--- config.mk ---
export PLATFORM = sky130hd
export DESIGN_NAME = dcc_top
export DESIGN_NICKNAME = d
export VERILOG_FILES = /design/src/dcc_pkg.sv /design/src/dcc_top.sv
export SDC_FILE = /design/constraint.sdc
export NUM_CORES = 1
export LEC_CHECK = 0
export BUFFER_PORTS_ARGS = -buffer_cell sky130_fd_sc_hd__buf_2
export CAP_MARGIN = 15
export CORE_MARGIN = 2
export CORE_UTILIZATION = 35
export CTS_CLUSTER_DIAMETER = 50
export DETAILED_ROUTE_END_ITERATION = 10
export PLACE_DENSITY = 0.63
export SYNTH_ARGS = -nofsm -noshare
export SYNTH_HDL_FRONTEND = slang
export SYNTH_SLANG_ARGS = --single-unit
--- constraint.sdc ---
create_clock -name sys_clk -period 8.1 [get_ports sys_clk]
set_input_delay 0.405 -clock sys_clk [delete_from_list [all_inputs] [get_ports sys_clk]]
set_output_delay 0.405 -clock sys_clk [all_outputs]
set_load 0.01 [all_outputs]
--- src/dcc_pkg.sv ---
// Package for the two-channel converter control block: register map,
// field layouts, reset values and timing constants.
// Assumes a 200 MHz system clock and a plain word-addressed register port.
package dcc_pkg;

  localparam int ADDR_W = 6;
  localparam int DATA_W = 32;
  localparam int CODE_W = 10;
  localparam int NUM_SRC = 4;

  localparam logic [ADDR_W-1:0] CHAN_A_CONTROL      = 6'h08;
  localparam logic [ADDR_W-1:0] CHAN_B_CONTROL      = 6'h0C;
  localparam logic [ADDR_W-1:0] CHAN_A_INPUT_CODE   = 6'h10;
  localparam logic [ADDR_W-1:0] CHAN_B_INPUT_CODE   = 6'h14;
  localparam logic [ADDR_W-1:0] MASKED_IRQ_STATUS   = 6'h18;
  localparam logic [ADDR_W-1:0] IRQ_MASK            = 6'h1C;
  localparam logic [ADDR_W-1:0] UNMASKED_IRQ_STATUS = 6'h20;
  localparam logic [ADDR_W-1:0] IRQ_CLEAR           = 6'h24;

  // Field positions
  localparam int CTRL_LO = 0;
  localparam int CTRL_HI = 8;
  localparam int A_WAVE_LO = 16;
  localparam int A_WAVE_HI = 17;
  localparam int B_WAVE_LO = 9;
  localparam int B_WAVE_HI = 10;
  localparam int B_RSV_LO = 11;
  localparam int B_RSV_HI = 12;
  localparam int IRQ_W = 5;

  // Event flag bits
  localparam int IRQ_A_RDY = 0;
  localparam int IRQ_B_RDY = 1;
  localparam int IRQ_A_TMO = 2;
  localparam int IRQ_B_TMO = 3;
  localparam int IRQ_OVFL = 4;

  // Codes
  localparam logic [1:0] TRIG_RISE = 2'h1;
  localparam logic [1:0] TRIG_FALL = 2'h2;
  localparam logic [1:0] TRIG_BOTH = 2'h3;
  localparam logic [1:0] A_WAVE_TRI = 2'h1;
  localparam logic [1:0] B_WAVE_DIFF = 2'h3;

  // Reset values
  localparam logic [1:0] TRIG_TYP_RST = 2'h1;
  localparam logic [1:0] TRIG_SEL_RST = 2'h3;
  localparam logic [1:0] B_RSV_RST = 2'h3;
  localparam logic [IRQ_W-1:0] MASK_RST = 5'h1F;
  localparam logic [CODE_W-1:0] CODE_MAX = 10'h3FF;

  // Timing
  localparam int CLK_MHZ = 200;
  localparam int CONV_TIME_NS = 2000;
  localparam int CONV_CYCLES = (CONV_TIME_NS * CLK_MHZ + 999) / 1000;
  localparam int TIMEOUT_US = 100;
  localparam int TIMEOUT_CYCLES = TIMEOUT_US * CLK_MHZ;
  localparam int TRI_AMP = 1023;

  typedef struct packed {
    logic       time_mode;
    logic       dma_en;
    logic [1:0] trig_typ;
    logic [1:0] trig_sel;
    logic       trig_en;
    logic       io_en;
    logic       en;
  } dcc_chan_ctrl_t;

  typedef struct packed {
    logic [ADDR_W-1:0] addr;
    logic [DATA_W-1:0] wdata;
    logic              wr;
    logic              rd;
  } dcc_bus_req_t;

endpackage

--- src/dcc_top.sv ---
// Two-channel converter control: registers, triggering, conversion timing,
// event flags, DMA request and pad routing.
// Assumes synchronous inputs and a register master that never waits.
// How it works
// - External edge starts conversion only when trigger enabled
// - Pad carries result only when pad enable set
// - Channel converts only while its enable is set
// - Channel B wave 3 is differential with A
// - Channel B mode bit selects timing-related operation
// - Channel B DMA only while DMA enable set
// - Trigger type: rising, falling or both edges
// - Channel B code from 10-bit data field
// - Channel A data is code or triangle base
// - Triangle overflow sets read-only status bit 4
// - Masked status bits 0,1 show data ready
// - Masked status bits 2,3 show timeouts
// - Mask bit 4 blocks overflow; masks reset set
// - Mask bits 0-3 block ready and timeout events
// - Raw status shows flags regardless of mask
// - Writing 1 to clear bit clears flag
//
// Design decision made here: the plain strobed port.
`timescale 1ns/1ps
`default_nettype none
module dcc_top #(
  parameter int CONV_CYCLES    = dcc_pkg::CONV_CYCLES,
  parameter int TIMEOUT_CYCLES = dcc_pkg::TIMEOUT_CYCLES,
  parameter int TRI_AMP        = dcc_pkg::TRI_AMP
) (
  input  wire logic                                   sys_clk,
  input  wire logic                                   reset_n,
  input  wire dcc_pkg::dcc_bus_req_t                  bus_req,
  output var  logic [dcc_pkg::DATA_W-1:0]             rdata,
  input  wire logic [dcc_pkg::NUM_SRC-1:0]            evt_src,
  input  wire logic [1:0]                             dma_ack,
  input  wire logic [1:0][dcc_pkg::CODE_W-1:0]        dma_data,
  output var  logic [1:0]                             dma_req,
  output var  logic [1:0][dcc_pkg::CODE_W-1:0]        conv_code,
  output var  logic [1:0][dcc_pkg::CODE_W-1:0]        pad_code,
  output var  logic [1:0]                             pad_en
);

  localparam int CW = $clog2(CONV_CYCLES + 1);
  localparam int TW = $clog2(TIMEOUT_CYCLES + 1);
  localparam int W = dcc_pkg::CODE_W;

  typedef struct packed {
    dcc_pkg::dcc_chan_ctrl_t [1:0]  chan;
    logic [1:0]                     a_wave;
    logic [1:0]                     b_wave;
    logic [1:0]                     b_rsv;
    logic [1:0][W-1:0]              data;
    logic [dcc_pkg::IRQ_W-1:0]      irq_raw;
    logic [dcc_pkg::IRQ_W-1:0]      mask;
    logic [dcc_pkg::NUM_SRC-1:0]    src_prev;
    logic [1:0]                     busy;
    logic [1:0][CW-1:0]             conv_cnt;
    logic [1:0][TW-1:0]             tmo_cnt;
    logic [W-1:0]                   tri_pos;
    logic                           tri_down;
    logic [1:0][W-1:0]              out_code;
    logic [1:0][W-1:0]              pad_code;
    logic [1:0]                     pad_en;
    logic [1:0]                     dma_req;
    logic [dcc_pkg::DATA_W-1:0]     rdata;
  } dcc_state_t;

  dcc_state_t                  st;
  dcc_state_t                  next_st;
  logic [1:0]                  edge_hit;
  logic [1:0]                  start;
  logic [1:0]                  done;
  logic [1:0]                  data_wr;
  logic [dcc_pkg::IRQ_W-1:0]   irq_set;
  logic [dcc_pkg::IRQ_W-1:0]   irq_clr;
  logic [W:0]                  tri_sum;
  logic [W-1:0]                code_a;
  logic [1:0][W-1:0]           code_in;
  logic                        sel_cur;
  logic                        sel_old;

  assign rdata = st.rdata;
  assign dma_req = st.dma_req;
  assign conv_code = st.out_code;
  assign pad_code = st.pad_code;
  assign pad_en = st.pad_en;

  always_comb begin
    next_st = st;
    irq_set = '0;
    irq_clr = '0;
    edge_hit = '0;
    start = '0;
    done = '0;
    data_wr = '0;
    sel_cur = 1'b0;
    sel_old = 1'b0;
    next_st.src_prev = evt_src;
    next_st.rdata = '0;

    // Register writes
    if (bus_req.wr) begin
      case (bus_req.addr)
        dcc_pkg::CHAN_A_CONTROL: begin
          next_st.chan[0] = bus_req.wdata[dcc_pkg::CTRL_HI:dcc_pkg::CTRL_LO];
          next_st.a_wave = bus_req.wdata[dcc_pkg::A_WAVE_HI:dcc_pkg::A_WAVE_LO];
        end
        dcc_pkg::CHAN_B_CONTROL: begin
          next_st.chan[1] = bus_req.wdata[dcc_pkg::CTRL_HI:dcc_pkg::CTRL_LO];
          next_st.b_wave = bus_req.wdata[dcc_pkg::B_WAVE_HI:dcc_pkg::B_WAVE_LO];
          next_st.b_rsv = bus_req.wdata[dcc_pkg::B_RSV_HI:dcc_pkg::B_RSV_LO];
        end
        dcc_pkg::CHAN_A_INPUT_CODE: begin
          next_st.data[0] = bus_req.wdata[W-1:0];
          data_wr[0] = 1'b1;
        end
        dcc_pkg::CHAN_B_INPUT_CODE: begin
          next_st.data[1] = bus_req.wdata[W-1:0];
          data_wr[1] = 1'b1;
        end
        dcc_pkg::IRQ_MASK: begin
          next_st.mask = bus_req.wdata[dcc_pkg::IRQ_W-1:0];
        end
        dcc_pkg::IRQ_CLEAR: begin
          irq_clr = bus_req.wdata[dcc_pkg::IRQ_W-1:0];
        end
        default: begin
        end
      endcase
    end

    // Register reads, answered one cycle later
    if (bus_req.rd) begin
      case (bus_req.addr)
        dcc_pkg::CHAN_A_CONTROL: begin
          next_st.rdata[dcc_pkg::CTRL_HI:dcc_pkg::CTRL_LO] = st.chan[0];
          next_st.rdata[dcc_pkg::A_WAVE_HI:dcc_pkg::A_WAVE_LO] = st.a_wave;
        end
        dcc_pkg::CHAN_B_CONTROL: begin
          next_st.rdata[dcc_pkg::CTRL_HI:dcc_pkg::CTRL_LO] = st.chan[1];
          next_st.rdata[dcc_pkg::B_WAVE_HI:dcc_pkg::B_WAVE_LO] = st.b_wave;
          next_st.rdata[dcc_pkg::B_RSV_HI:dcc_pkg::B_RSV_LO] = st.b_rsv;
        end
        dcc_pkg::CHAN_A_INPUT_CODE: next_st.rdata[W-1:0] = st.data[0];
        dcc_pkg::CHAN_B_INPUT_CODE: next_st.rdata[W-1:0] = st.data[1];
        dcc_pkg::MASKED_IRQ_STATUS: next_st.rdata[dcc_pkg::IRQ_W-1:0] = st.irq_raw & ~st.mask;
        dcc_pkg::IRQ_MASK: next_st.rdata[dcc_pkg::IRQ_W-1:0] = st.mask;
        dcc_pkg::UNMASKED_IRQ_STATUS: next_st.rdata[dcc_pkg::IRQ_W-1:0] = st.irq_raw;
        default: next_st.rdata = '0;
      endcase
    end

    // Triangle code on channel A, base from the data field
    tri_sum = {1'b0, st.data[0]} + {1'b0, st.tri_pos};
    code_a = (st.a_wave == dcc_pkg::A_WAVE_TRI) ? tri_sum[W-1:0] : st.data[0];
    code_in[0] = code_a;
    code_in[1] = (st.b_wave == dcc_pkg::B_WAVE_DIFF) ? ~code_a : st.data[1];

    for (int i = 0; i < 2; i++) begin
      // DMA load of a fresh code
      if (st.dma_req[i] && dma_ack[i]) begin
        next_st.data[i] = dma_data[i];
        data_wr[i] = 1'b1;
      end
      sel_cur = evt_src[st.chan[i].trig_sel];
      sel_old = st.src_prev[st.chan[i].trig_sel];
      case (st.chan[i].trig_typ)
        dcc_pkg::TRIG_RISE: edge_hit[i] = sel_cur && !sel_old;
        dcc_pkg::TRIG_FALL: edge_hit[i] = !sel_cur && sel_old;
        dcc_pkg::TRIG_BOTH: edge_hit[i] = sel_cur != sel_old;
        default: edge_hit[i] = 1'b0;
      endcase
      start[i] = st.chan[i].en && !st.busy[i] &&
                 (st.chan[i].trig_en ? edge_hit[i] : data_wr[i]);
      done[i] = st.busy[i] && (st.conv_cnt[i] == CW'(CONV_CYCLES - 1));
      if (!st.chan[i].en) begin
        next_st.busy[i] = 1'b0;
        next_st.conv_cnt[i] = '0;
        next_st.tmo_cnt[i] = '0;
      end else if (start[i]) begin
        next_st.busy[i] = 1'b1;
        next_st.conv_cnt[i] = '0;
        next_st.tmo_cnt[i] = '0;
      end else if (done[i]) begin
        next_st.busy[i] = 1'b0;
        next_st.out_code[i] = code_in[i];
        irq_set[dcc_pkg::IRQ_A_RDY + i] = 1'b1;
      end else if (st.busy[i]) begin
        next_st.conv_cnt[i] = st.conv_cnt[i] + CW'(1);
      end else if (st.chan[i].time_mode) begin
        // Idle too long in timing-related mode
        if (st.tmo_cnt[i] == TW'(TIMEOUT_CYCLES - 1)) begin
          next_st.tmo_cnt[i] = '0;
          irq_set[dcc_pkg::IRQ_A_TMO + i] = 1'b1;
        end else begin
          next_st.tmo_cnt[i] = st.tmo_cnt[i] + TW'(1);
        end
      end
      // DMA request asked after a conversion, dropped on acknowledge
      if (done[i] && st.chan[i].en && st.chan[i].dma_en) begin
        next_st.dma_req[i] = 1'b1;
      end else if (dma_ack[i] || !st.chan[i].dma_en) begin
        next_st.dma_req[i] = 1'b0;
      end
      next_st.pad_en[i] = st.chan[i].en && st.chan[i].io_en;
      next_st.pad_code[i] = st.chan[i].io_en ? next_st.out_code[i] : '0;
    end

    // Triangle walk and overflow check per conversion
    if (done[0] && st.a_wave == dcc_pkg::A_WAVE_TRI) begin
      if ({1'b0, st.data[0]} + (W+1)'(TRI_AMP) > {1'b0, dcc_pkg::CODE_MAX}) begin
        irq_set[dcc_pkg::IRQ_OVFL] = 1'b1;
      end
      if (st.tri_down) begin
        next_st.tri_pos = st.tri_pos - W'(1);
        next_st.tri_down = st.tri_pos != W'(1);
      end else begin
        next_st.tri_pos = st.tri_pos + W'(1);
        next_st.tri_down = st.tri_pos == W'(TRI_AMP - 1);
      end
    end else if (st.a_wave != dcc_pkg::A_WAVE_TRI) begin
      next_st.tri_pos = '0;
      next_st.tri_down = 1'b0;
    end

    // Set wins over clear
    next_st.irq_raw = (st.irq_raw & ~irq_clr) | irq_set;
  end

  always_ff @(posedge sys_clk or negedge reset_n) begin
    if (!reset_n) begin
      st <= '0;
      st.chan[0].trig_typ <= dcc_pkg::TRIG_TYP_RST;
      st.chan[1].trig_typ <= dcc_pkg::TRIG_TYP_RST;
      st.chan[0].trig_sel <= dcc_pkg::TRIG_SEL_RST;
      st.chan[1].trig_sel <= dcc_pkg::TRIG_SEL_RST;
      st.b_rsv <= dcc_pkg::B_RSV_RST;
      st.mask <= dcc_pkg::MASK_RST;
    end else begin
      st <= next_st;
    end
  end
endmodule
`default_nettype wire

Word-level counts from Yosys, hierarchy flattened
Index checks and enable logic that the tools add are counted.
{"block": "word_totals", "reg_bits": 195, "latch_bits": 0, "mem_bits_rw": 0, "romBits": 0, "mem_count": 0}
{"block": "classes", "addsub": 8, "multipliers": 0, "n_div": 0, "order_cmp": 3, "n_eq_ne": 35, "shifts": 0, "mux": 93, "bitwise": 6, "reduce_logical": 45}
{"operator": "$mux 15", "n": 12}
{"operator": "$mux 10", "n": 14}
{"operator": "$mux 9", "n": 8}
{"operator": "$mux 1", "n": 40}
{"operator": "$pmux 5 s7", "n": 1}
{"operator": "$mux 11", "n": 3}
{"operator": "$add 15x1->15 const B", "n": 2}
{"operator": "$eq 15x15->1 const B", "n": 2}
{"operator": "$eq 6x5->1 const B", "n": 4}
{"operator": "$mux 20", "n": 1}
{"operator": "$logic_and 1x1->1", "n": 19}
{"operator": "$add 9x1->9 const B", "n": 2}
{"operator": "$eq 9x9->1 const B", "n": 2}
{"operator": "$mux 18", "n": 1}
{"operator": "$pmux 4 s4", "n": 1}
{"operator": "$reduce_and 2->1", "n": 7}
{"operator": "$reduce_bool 2->1", "n": 7}
{"operator": "$eq 6x4->1 const B", "n": 2}
{"operator": "$eq 6x6->1 const B", "n": 2}
{"operator": "$ne 3x1->1 const B", "n": 4}
{"operator": "$ne 3x2->1 const B", "n": 4}
{"operator": "$add 10x10->11 const B", "n": 1}
{"operator": "$gt 11x10->1 const B", "n": 1}
{"operator": "$add 10x1->10 const B", "n": 1}
{"operator": "22 further kinds", "n": 49}

Longest topological paths before layout
{"block": "depth", "word_depth": 10, "depth_mapped": 11, "depth_no_buf": 9}

Worst setup path before layout
No wires, ideal clock.
{"block": "synth_timing", "kind": "reg-to-reg", "from": "register st[180] (netlist bit)", "to": "register st[94] (netlist bit)", "setup_ns": 0.126, "arrival_ns": 2.756, "slack_ns": 5.218, "stages_incl_launch_ff": 11, "path_buffers": 1, "synth_period_minus_slack_ns": 2.882, "path_cell_list": "dfstp_2 -> mux4_2 -> inv_1 -> ha_1 -> nand2b_1 -> a21boi_0 -> a2bb2oi_2 -> o21ai_1 -> and2_1 -> clkbuf_1 -> a221o_1"}
{"block": "synth_between", "elab_chain_cells": 9}
{"element": "start: declaration", "line_no": "dcc_top.sv:68", "rtl": "dcc_state_t st;"}
{"element": "start signal: assignment", "line_no": "dcc_top.sv:240", "rtl": "st <= next_st;"}
{"element": "$bmux 1 s2, on equally long branches", "line_no": "dcc_top.sv:165, dcc_top.sv:166"}
{"element": "$mux 1, on equally long branches", "line_no": "dcc_top.sv:165, dcc_top.sv:166"}
{"element": "$logic_not 1->1, on equally long branches", "line_no": "dcc_top.sv:169, dcc_top.sv:168"}
{"element": "$logic_and 1x1->1, on equally long branches", "line_no": "dcc_top.sv:169, dcc_top.sv:168"}
{"element": "$pmux 1 s3 (*)", "line_no": "dcc_top.sv:167", "rtl": "case (st.chan[i].trig_typ)"}
{"element": "$mux 1 (*)", "line_no": "dcc_top.sv:174", "rtl": "(st.chan[i].trig_en ? edge_hit[i] : data_wr[i]);"}
{"element": "$logic_and 1x1->1 (*)", "line_no": "dcc_top.sv:173", "rtl": "start[i] = st.chan[i].en && !st.busy[i] &&"}
{"element": "$ne 3x1->1 (no line) (tied with other cells)"}
{"element": "$reduce_and 3->1 (no line) or $mux 15 (tied branches)"}
Mark *: on every way between the ends. The rest lies on a longest branch, timed or not. The select of a mux whose other input is x is not followed.
A chain may end at the register's enable or synchronous reset.

Worst setup path after layout
{"block": "layout_timing", "from": "register st[189] (netlist bit)", "to": "register st[113] (netlist bit)"}
The elaborated chain is that of the path after synthesis.

==> results.toml <==
[cells_and_area]
multiInputGateArea_um2 = 4750
fin_cells = 1441
seq_area_um2 = 4470
drive_gt1_share_pct = 18.9
syn2layout_area_growth_pct = 10.3
final_common_cell = "dfrtp_1"
post-route-util_pct = 39.5
diodes = 0
final_area_um2 = 11000
finish.net_count = 1142
final_cell_mix = "165 x dfrtp_1, 108 x buf_2, 94 x nand2_1"
fillers = 2808

[logic_synthesis]
synth_xor_area_share_pct = 1.66
synth_ff_type = "dfrtp_1"
synthCells = 1024
synth_top_area_share_pct = 41.3
synth_top_cell_by_area = "dfrtp_1"
yosys.area_share.adder_pct = 3.08
synth_top_family_by_area = "simple AND/OR/NAND/NOR gates"
syn-mean-instance-area_um2 = 9.76
synthArstFlopShare_pct = 100
synth_cell_types = 77
synthMuxAreaShare_pct = 7.47
synth_seq_cells = 178
ys_seq_area_share_pct = 44.7
synthSimpleGateAreaFrac_pct = 18.4
synth-compound-area-share_pct = 16.2
synth_edf_count = 0
ys.warnings.count = 0
synthTopCellsByArea = "dfrtp_1 41%, buf_4 5.7%, o21ai_0 3.9%"
synth.cell_area_um2 = 9990

[sta]
worstMarginPinSlew_ns = 1.00
setup_violations = 0
slew_headroom_pct = 33.4
period_minus_slack_ns = 3.38
finalClockSkew_ns = 0.00907
fin_setup_tns_ns = 0
hold_violations = 0
max_freq_ghz = 0.296
finalMaxSlewViolations = 0
rsz0062_at_grt = "false"
finalCritPeriodShare_pct = 41.8

[power_and_ir_drop]
peakVddDrop_mv = 0.137
fin_total_pwr_w = 0.00218
leakage_nw = 5.02
power_density_nw_per_um2 = 198
p_sw_share_pct = 27.5
p_sw_w = 0.000599
p_seq_share_pct = 45.8
p_clk_share_pct = 43.1
p_comb_share_pct = 11.1
internal-power_w = 0.00158

[job]
drv_cap = 0

[global_routing]
gr-max-usage-layer = "met2"
gr-usage-met2_pct = 29.9
grt_pass1_vias = 7564
use_met3_pct = 3.34
grt_max_degree = 127
grtUsageMet1_pct = 24.0
antenna_found_initial = 1
grt_pass1_wl_um = 42600
grtUsageTotal_pct = 18.0
globalRoute.totalOverflow = 0

[cts]
cts_tree = "built"
hold_buffers = 0
clock_latency_ns = 0.43
cts_buffer_depth = 2
clk_pin_slew_ns = 0.07
cts-resized-gates = 0
cts_made_buffers = 17
htreeDepth = 4
cts_setup_buffers = 0
cts-root-buf = "clkbuf_16"
clock-sinks = 178

[route]
first_pass_iters = 5
drt_iter0_markers = 580
viasPerCell = 5.40
vias = 7788
wl_um = 26500
ant_nets = 0
wire_per_inst_um = 18.4
drc = 0

[die]
initial_core_util_pct = 35.8
ios = 144
dieArea_um2 = 29900
core_area_um2 = 27900
fp.dieH_um = 173
fp-row-count = 61
die_x_um = 173

[placement]
hpwl_um = 18900
io_buffers = 109
placed_area_um2 = 10400
gp_congestion = 0.840
dp_cells = 1409

[critical_path]
crit_fanout = 9
arrival_ns = 3.70
critical_path_class = "flop to flop"
crit_path_start_kind = "flop"
end_kind = "flop"
r2r_setup_slack_ns = 4.72
critPathRequiredTime_ns = 8.42

[status]
status = "finished, final reports clean"

[min_path]
hold_class = "input pin to flop"
-- synthesized netlist by cell type (6+ instances only) --
master      n
clkbuf_1   40
buf_4      76
nand4_1    19
a22oi_1     9
o32ai_1    11
mux2_2     29
and4_1      6
and3_1     22
a21oi_1    32
a31oi_1     6
or3_1      12
nor2b_1    15
dfstp_2    13
mux2i_1    33
xor2_1      7
nor3b_1     6
ha_1       23
a32oi_1     6
o21a_1      7
nor2_1     58
a221o_1     6
o21ai_0    77
nand2_1    94
nand3_1    31
nand2b_1   10
a21boi_0    7
and2_1     32
nor3_1     22
dfrtp_1   165
a21o_1     19
xnor2_1    12
a211oi_1    7
nor4_1      8
inv_1      20
-- layer usage --
layer  part of all wire (%)  wire length, um  vias up
li1                       -                -     3674
met1                     45            12000     3899
met2                     49            12900      186
met3                    4.4             1170       27
met4                    1.6              414        2
met5                  0.060               16        -
-- layout make-up --
class,instances,share of cell area (%)
tap,378,4.29
multi-input combinational,717,43.1
clock buffer,19,3.93
sequential,178,40.6
inverter,21,0.715
timing repair buffer,115,5.44
clock inverter,13,2.00
-- registers in the layout, indices dropped and copies added, names as in the netlist --
register	cells
conv_code	20
dma_req	2
pad_code	20
pad_en	2
rdata	15
st	119
-- logic make-up (layout without fill, tap and decap cells) --
family          count (synthesis)  count (layout)
simple gates                  353             353
compound gates                238             238
flops                         178             178
buf+inv                       145             168
mux                            66              66
fa+ha+maj                      24              24
xor+xnor                       19              19
other cells                     1              17
-- critical path: stages, from the launching register on --
cell and delay [ns]:
dfstp_2 0.59, mux4_2 0.53, inv_1 0.08, ha_1 0.23, nor2b_1 0.11, o21ai_0 0.15
a22o_1 0.32, o21ai_0 0.67, buf_4 0.29, nor2_1 0.05, a221o_1 0.26
-- worst paths after layout --
path                                           from                  end  depth (start not counted)
worst max-delay path            st[189]$_DFFE_PN1P_  st[113]$_DFFE_PN0P_                         10
min in group asynchronous                   reset_n   st[85]$_DFFE_PN0P_                          1
max in group asynchronous                   reset_n   rdata[0]$_DFF_PN0_                          2
worst min-delay path                     evt_src[3]    st[140]$_DFF_PN0_                          1
worst max register to register  st[189]$_DFFE_PN1P_  st[113]$_DFFE_PN0P_                         10
worst min register to register    st[147]$_DFF_PN0_    st[147]$_DFF_PN0_                          2
-- power by group through the flow --
stage	clock (W)	combinational, W	sequential [W]
after global placement	0	0.000237	0.00101
after detailed placement	0	0.000242	0.00101
after global routing	0.000994	0.000270	0.00100
after floorplan	0	0.000169	0.000980
after CTS	0.000956	0.000243	0.000996
final	0.000938	0.000242	0.000998
-- metrics by stage --
stage,setup slack (ns),hold slack [ns]
after floorplan,5.22,0.109
after global placement,4.67,0.458
after detailed placement,4.64,0.469
after CTS,4.68,0.0946
after global routing,4.48,0.0939
final,4.72,0.109
Note: power is estimated with default switching activity, not from simulation.
